## config.mk

```make
export PLATFORM = sky130hd
export DESIGN_NAME = group_current_level_regs
export DESIGN_NICKNAME = d
export VERILOG_FILES = /design/src/group_level_pkg.sv /design/src/level_if.sv /design/src/level_decode.sv /design/src/group_current_level_regs.sv
export VERILOG_INCLUDE_DIRS = /design/src
export SDC_FILE = /design/constraint.sdc
export NUM_CORES = 1
export LEC_CHECK = 0
export BUFFER_PORTS_ARGS = -buffer_cell sky130_fd_sc_hd__buf_2
export CAP_MARGIN = 10
export CORE_AREA = 2 2 91 110
export CTS_CLUSTER_DIAMETER = 150
export DETAILED_ROUTE_END_ITERATION = 8
export DIE_AREA = 0 0 93 112
export GPL_TIMING_DRIVEN = 0
export HOLD_SLACK_MARGIN = 0.1
export PLACE_DENSITY = 0.47
export SLEW_MARGIN = 10
export SYNTH_ARGS = -nofsm -noshare
export SYNTH_HDL_FRONTEND = slang
export SYNTH_SLANG_ARGS = --single-unit
```

## constraint.sdc

```tcl
create_clock -name core_clk_i -period 5.9 [get_ports core_clk_i]
set_clock_uncertainty 0.1 [all_clocks]
set_input_delay 0 -clock core_clk_i [delete_from_list [all_inputs] [get_ports core_clk_i]]
set_output_delay 0 -clock core_clk_i [all_outputs]
set_load 0.01 [all_outputs]
```

## src/group_level_cfg.svh

```systemverilog
// constants of the second and third group current level registers
// assumes a byte-wide address and a six-bit data word from the pulse decoder
`ifndef GROUP_LEVEL_CFG_SVH
`define GROUP_LEVEL_CFG_SVH

`define SINK_COUNT        5
`define ADDR_WIDTH        8
`define DATA_WIDTH        6
`define CODE_WIDTH        5
`define CURRENT_WIDTH     6

`define SECOND_LEVEL_ADDR 8'h02
`define THIRD_LEVEL_ADDR  8'h03
`define LEVEL_RESET       5'h00
`define CODE_MSB          4

`define CODE_FIRST_STEP   5'h04
`define CODE_FINE_LAST    5'h0d
`define CODE_SIX_MA       5'h0e
`define CODE_SEVEN_MA     5'h0f
`define CODE_COARSE_LAST  5'h1d
`define CODE_23_MA        5'h1e
`define CODE_25_MA        5'h1f
`define FINE_OFFSET       5'h03
`define COARSE_OFFSET     5'h08

`define CURRENT_ZERO      6'h00
`define CURRENT_6_MA      6'h0c
`define CURRENT_7_MA      6'h0e
`define CURRENT_23_MA     6'h2e
`define CURRENT_25_MA     6'h32

`endif

```

## src/group_level_pkg.sv

```systemverilog
// types of the second and third group current level block
// assumes group_level_cfg.svh is on the include path
`include "group_level_cfg.svh"

package group_level_pkg;

    typedef logic [`CODE_WIDTH-1:0]    level_code_t;
    typedef logic [`CURRENT_WIDTH-1:0] half_ma_t;

    typedef struct packed {
        level_code_t                   second_code;
        level_code_t                   third_code;
        logic [`SINK_COUNT-1:0]        sink_act;
        half_ma_t [`SINK_COUNT-1:0]    sink_cur;
    } level_state_t;

endpackage

```

## src/level_if.sv

```systemverilog
// carrier between the level registers and the level decoder
// assumes one level register per instance
`timescale 1ns/100ps
`include "group_level_cfg.svh"

interface level_if;
    logic [`CODE_WIDTH-1:0]    code;
    logic [`CURRENT_WIDTH-1:0] current;

    modport owner   (output code, input current);
    modport decoder (input code, output current);
endinterface

```

## src/level_decode.sv

```systemverilog
// decodes a five-bit level code into a current in half-milliamp units
// assumes a purely combinational use; reserved codes give zero current
`timescale 1ns/100ps
`include "group_level_cfg.svh"

module level_decode
    import group_level_pkg::*;
(
    // level code in, current out
    level_if.decoder lvl
);

    level_code_t coarse;

    always_comb begin
        coarse = lvl.code - `COARSE_OFFSET;
        if (lvl.code < `CODE_FIRST_STEP) begin
            lvl.current = `CURRENT_ZERO;
        end else if (lvl.code <= `CODE_FINE_LAST) begin
            lvl.current = {1'b0, lvl.code - `FINE_OFFSET};
        end else if (lvl.code == `CODE_SIX_MA) begin
            lvl.current = `CURRENT_6_MA;
        end else if (lvl.code == `CODE_SEVEN_MA) begin
            lvl.current = `CURRENT_7_MA;
        end else if (lvl.code <= `CODE_COARSE_LAST) begin
            lvl.current = {coarse, 1'b0};
        end else if (lvl.code == `CODE_23_MA) begin
            lvl.current = `CURRENT_23_MA;
        end else begin
            lvl.current = `CURRENT_25_MA;
        end
    end

endmodule // level_decode

```

## src/group_current_level_regs.sv

```systemverilog
// second and third group current level registers with per-sink current drive
// assumes the pulse decoder, enable register and grouping logic share core_clk_i
`timescale 1ns/100ps
`include "group_level_cfg.svh"

// Contract
// - register 02h sets second group level
// - enabled second group sinks share one current
// - disabled sinks stay off whatever the code
// - bit D5 ignored, stored as zero
// - code zero gives zero, 1-3 reserved
// - codes 4-15 give 0.5 to 7 mA
// - codes 16-31 give 8 to 25 mA
// - register 03h sets third group level
// - third group low codes decode alike
// - both registers write-only, reset to zero
// - writes arrive from the pulse decoder
module group_current_level_regs
    import group_level_pkg::*;
(
    // clock and reset
    input  wire logic                          core_clk_i,
    input  wire logic                          reset_i,
    // register write from the pulse decoder
    input  wire logic                          wr_strobe_i,
    input  wire logic [`ADDR_WIDTH-1:0]        wr_addr_i,
    input  wire logic [`DATA_WIDTH-1:0]        wr_data_i,
    // sink enables and group membership
    input  wire logic [`SINK_COUNT-1:0]        sink_on_bits_i,
    input  wire logic [`SINK_COUNT-1:0]        second_member_i,
    input  wire logic [`SINK_COUNT-1:0]        third_member_i,
    // level codes and sink drive
    output logic      [`CODE_WIDTH-1:0]        second_level_o,
    output logic      [`CODE_WIDTH-1:0]        third_level_o,
    output logic      [`SINK_COUNT-1:0]        sink_active_o,
    output half_ma_t  [`SINK_COUNT-1:0]        sink_current_o
);

    level_state_t              state;
    level_state_t              next_state;
    level_if                   second_lvl ();
    level_if                   third_lvl ();
    logic [`SINK_COUNT-1:0]    next_act;
    half_ma_t [`SINK_COUNT-1:0] next_cur;

    assign second_lvl.code = state.second_code;
    assign third_lvl.code  = state.third_code;

    // second group decoder
    level_decode second_dec (
        .lvl (second_lvl.decoder)
    );

    level_decode third_dec (
        .lvl (third_lvl.decoder)
    );

    // per-sink drive selection
    for (genvar s = 0; s < `SINK_COUNT; s++) begin : g_sink
        always_comb begin
            if (!sink_on_bits_i[s]) begin
                next_act[s] = 1'b0;
                next_cur[s] = `CURRENT_ZERO;
            end else if (second_member_i[s]) begin
                next_act[s] = (second_lvl.current != `CURRENT_ZERO);
                next_cur[s] = second_lvl.current;
            end else if (third_member_i[s]) begin
                next_act[s] = (third_lvl.current != `CURRENT_ZERO);
                next_cur[s] = third_lvl.current;
            end else begin
                next_act[s] = 1'b0;
                next_cur[s] = `CURRENT_ZERO;
            end
        end
    end

    always_comb begin
        next_state          = state;
        next_state.sink_act = next_act;
        next_state.sink_cur = next_cur;
        if (wr_strobe_i) begin
            case (wr_addr_i)
                `SECOND_LEVEL_ADDR: begin
                    next_state.second_code = wr_data_i[`CODE_MSB:0];
                end
                `THIRD_LEVEL_ADDR: begin
                    next_state.third_code = wr_data_i[`CODE_MSB:0];
                end
                default: begin
                    next_state.second_code = state.second_code;
                end
            endcase
        end
    end

    always_ff @(posedge core_clk_i) begin
        if (reset_i) begin
            state.second_code <= `LEVEL_RESET;
            state.third_code  <= `LEVEL_RESET;
            state.sink_act    <= '0;
            state.sink_cur    <= '0;
        end else begin
            state <= next_state;
        end
    end

    assign second_level_o = state.second_code;
    assign third_level_o  = state.third_code;
    assign sink_active_o  = state.sink_act;
    assign sink_current_o = state.sink_cur;
endmodule // group_current_level_regs

```

==> results.yml <==
cts:
  clk_pin_slew_ps: 60
  ctsRootBufferMaster: "clkbuf_16"
  cts_hold_buf: 25
  htree_num_levels: 2
  cts_resized: 0
  cts_made_buffers: 5
  cts_tree: "yes"
  cts_sinks: 45
  clockBufferDepth: 2
  post-cts-setup-buffers: 0
  clkLatencyLatePin_ps: 280
placed_design:
  pre_cts_ws_ps: 2840
  dp_hpwl_um: 5110
  gp_congestion: 0.805
  numPortBuffers: 70
  dp_cells: 451
setup_path:
  required_ps: 5970
  path_cells: "inv_1 -> ha_1 -> and3b_1 -> o21ai_2 -> a221o_1 -> nor4_1 -> o22ai_1 -> dlygate4sd3_1"
  crit_type: "flip-flop to flip-flop"
  crit_slowest_cell: "nor4_1"
  max_stage_delay_ps: 880
  cp.arrival_ps: 3690
  path_max_fanout: 11
  crit_path_end_kind: "flip-flop"
  start_kind: "flip-flop"
global_routing:
  grt_max_degree: 14
  grt.overflow.total: 0
  grt_pass1_vias: 2330
  grt_use_total_pct: 13.7
  antenna_found_initial: 0
  grt_first_pass_wirelength_um: 11200
sta:
  setup_tns_ps: 0
  whs_ps: 96.7
  min_period_over_period_pct: 61.4
  slew_headroom_pct: 30.8
  worst_slack_ps: 2280
  finalHoldViolations: 0
  rsz0062_at_grt: "false"
  worst_pin_slew_ps: 1030
  slew_violations: 0
  fmax_ghz: 0.276
  setup_viol: 0
  period_minus_slack_ps: 3620
power:
  switching_share_pct: 20.5
  pwr-share-clk_pct: 47.4
  power_leakage_nw: 1.36
  power.switching_mw: 0.134
  p_total_mw: 0.654
  power.share.combinational_pct: 6.1
  irDropWorstVdd_mv: 0.119
  power_density_nw_per_um2: 205
  seqPwrFrac_pct: 46.5
  p_int_mw: 0.520
logic_synthesis:
  synth_nets: 300
  synth_cell_type_count: 51
  ys_warn_count: 0
  syn_avg_cell_area_um2: 8.83
  yosys.area_share.simple_pct: 21.4
  synthXorXnorAreaFrac_pct: 0.769
  ys_seq_area_share_pct: 39.5
  syn_inst: 258
  synthTopCellsByArea: "dfxtp_1 (40%), a22oi_1 (8.2%), nor2_1 (7.9%)"
  synth-edff-count: 0
  synthFlopType: "dfxtp_1"
  ys_ff_latch: 45
  synth_top_family_by_area: "compound AO/OA/AOI/OAI gates"
  yosysTopAreaCell: "dfxtp_1"
  synthArstFlopShare_pct: 0
  synth_mux_area_share_pct: 4.89
  synth_compound_area_share_pct: 24.3
  yosysTopAreaCellShare_pct: 39.5
  yosys.area_share.adder_pct: 5.49
  syn_area_um2: 2280
floorplan:
  core-area_um2: 9370
  io_pins: 77
  initial_core_util_pct: 24.3
  die_area_um2: 10400
  chipWidth_um: 93
  rows: 39
  die-height_um: 112
finish:
  finish.net_count: 402
  nFillCells: 1019
  area_growth_pct: 40.1
  diodes: 0
  final_cells: 483
  layout-drive-gt1-share_pct: 26.7
routing:
  vias_per_cell: 4.80
  routedWlPerCell_um: 14.3
  vias: 2318
  drt_iter0_drc: 142
  ant_nets: 0
  dr.pass1.iters: 5
  route.detailed.drc: 0
  drt_wl_total_um: 6920
job:
  cap_violations: 0
worst_hold_path:
  hold_path.class: "input port to flip-flop"
status:
  status: "completed"
[layer usage]
layer,up-vias,routed length (µm),GRT usage (%)
li1,1138,-,-
met5,-,0,0
met1,1080,3000,16.6
met2,91,3330,23.2
met3,9,490,3.11
met4,0,101,5.49
[worst paths after layout]
check                           from                 end  slack (ps)  depth (start not counted)
setup reg to reg   second_level_o[1]    sink_active_o[2]        2280                          8
hold / removal    second_member_i[4]  sink_current_o[25]         100                          3
setup / recovery   second_level_o[1]    sink_active_o[2]        2280                          8
hold reg to reg     third_level_o[0]    third_level_o[0]         590                          2
[registers in the layout, indices dropped and copies added, names as in the netlist]
register	flops
sink_current_o	30
sink_active_o	5
second_level_o	5
third_level_o	5
[metrics by stage]
| step | area (µm²) | utilization, % |
|---|---|---|
| global route | 3190 | 34.1 |
| detailed placement | 2780 | 29.7 |
| floorplan | 2280 | - |
| CTS | 3190 | 34.1 |
| finish | 3190 | 34.1 |
| global placement | 2780 | 29.7 |
[critical path: cells and delay by family (launching register included)]
kind                       cells  cell delay (ps)
and+or+nand+nor                2             1140
AOI/OAI and AO/OA              3              770
buffers and inverters          2              730
DFF                            1              550
adders and majority gates      1              200
[logic make-up after synthesis]
family                     count (synthesis)
AOI/OAI and AO/OA                         70
and+or+nand+nor                          100
DFF                                       45
xor gates and xnor gates                   2
muxes                                     11
adders and majority gates                 10
buffers and inverters                     20
[cell usage in the layout, fill, tap and decap left out, drive strengths merged, types with 2 or more instances in the layout]
master	instances
and3b	3
dlygate4sd3	25
inv	7
buf	78
nand3	2
nand2b	7
a211oi	2
nor3	4
ha	10
o21ai	8
xnor2	2
nor2b	11
nor4b	2
a22oi	25
a21oi	6
clkbuf	10
a21boi	2
or4	2
dfxtp	45
o22ai	6
a32oi	6
o211ai	3
a221oi	3
nor2	49
nand2	14
and2	2
mux2i	10
[Yosys cell counts, types with 2 or more instances]
cell type / count
a21boi_2: 2
a21oi_1: 6
a221oi_1: 2
a22oi_1: 25
a32oi_1: 6
and2_1: 2
and3b_1: 2
buf_1: 5
buf_2: 2
clkbuf_1: 4
dfxtp_1: 45
ha_1: 10
inv_1: 7
mux2i_1: 10
nand2_1: 14
nand2b_1: 7
nand3_1: 2
nor2_1: 48
nor2b_1: 11
nor3_1: 4
nor4b_1: 2
o211ai_1: 2
o21ai_0: 6
o22ai_1: 6
xnor2_1: 2
[layout make-up]
| class | instances | area (µm²) | area share (%) |
|---|---|---|---|
| tap | 123 | 154 | 4.82 |
| clock buffer | 5 | 125 | 3.92 |
| inverter | 7 | 26.3 | 0.823 |
| clock inverter | 2 | 35.0 | 1.10 |
| timing repair buffer | 95 | 601 | 18.8 |
| sequential | 45 | 901 | 28.2 |
| buffer | 13 | 56.3 | 1.76 |
| multi-input combinational | 193 | 1290 | 40.6 |
[power by group through the flow]
stage	combinational (mW)	clock (mW)	sequential, mW
2_1_floorplan	0.0160	0	0.311
5_1_grt	0.0446	0.330	0.304
4_1_cts	0.0399	0.317	0.304
3_5_place_dp	0.0304	0	0.311
6_report	0.0401	0.310	0.304
3_3_place_gp	0.0298	0	0.311
Power figures use the tool's default switching activity.
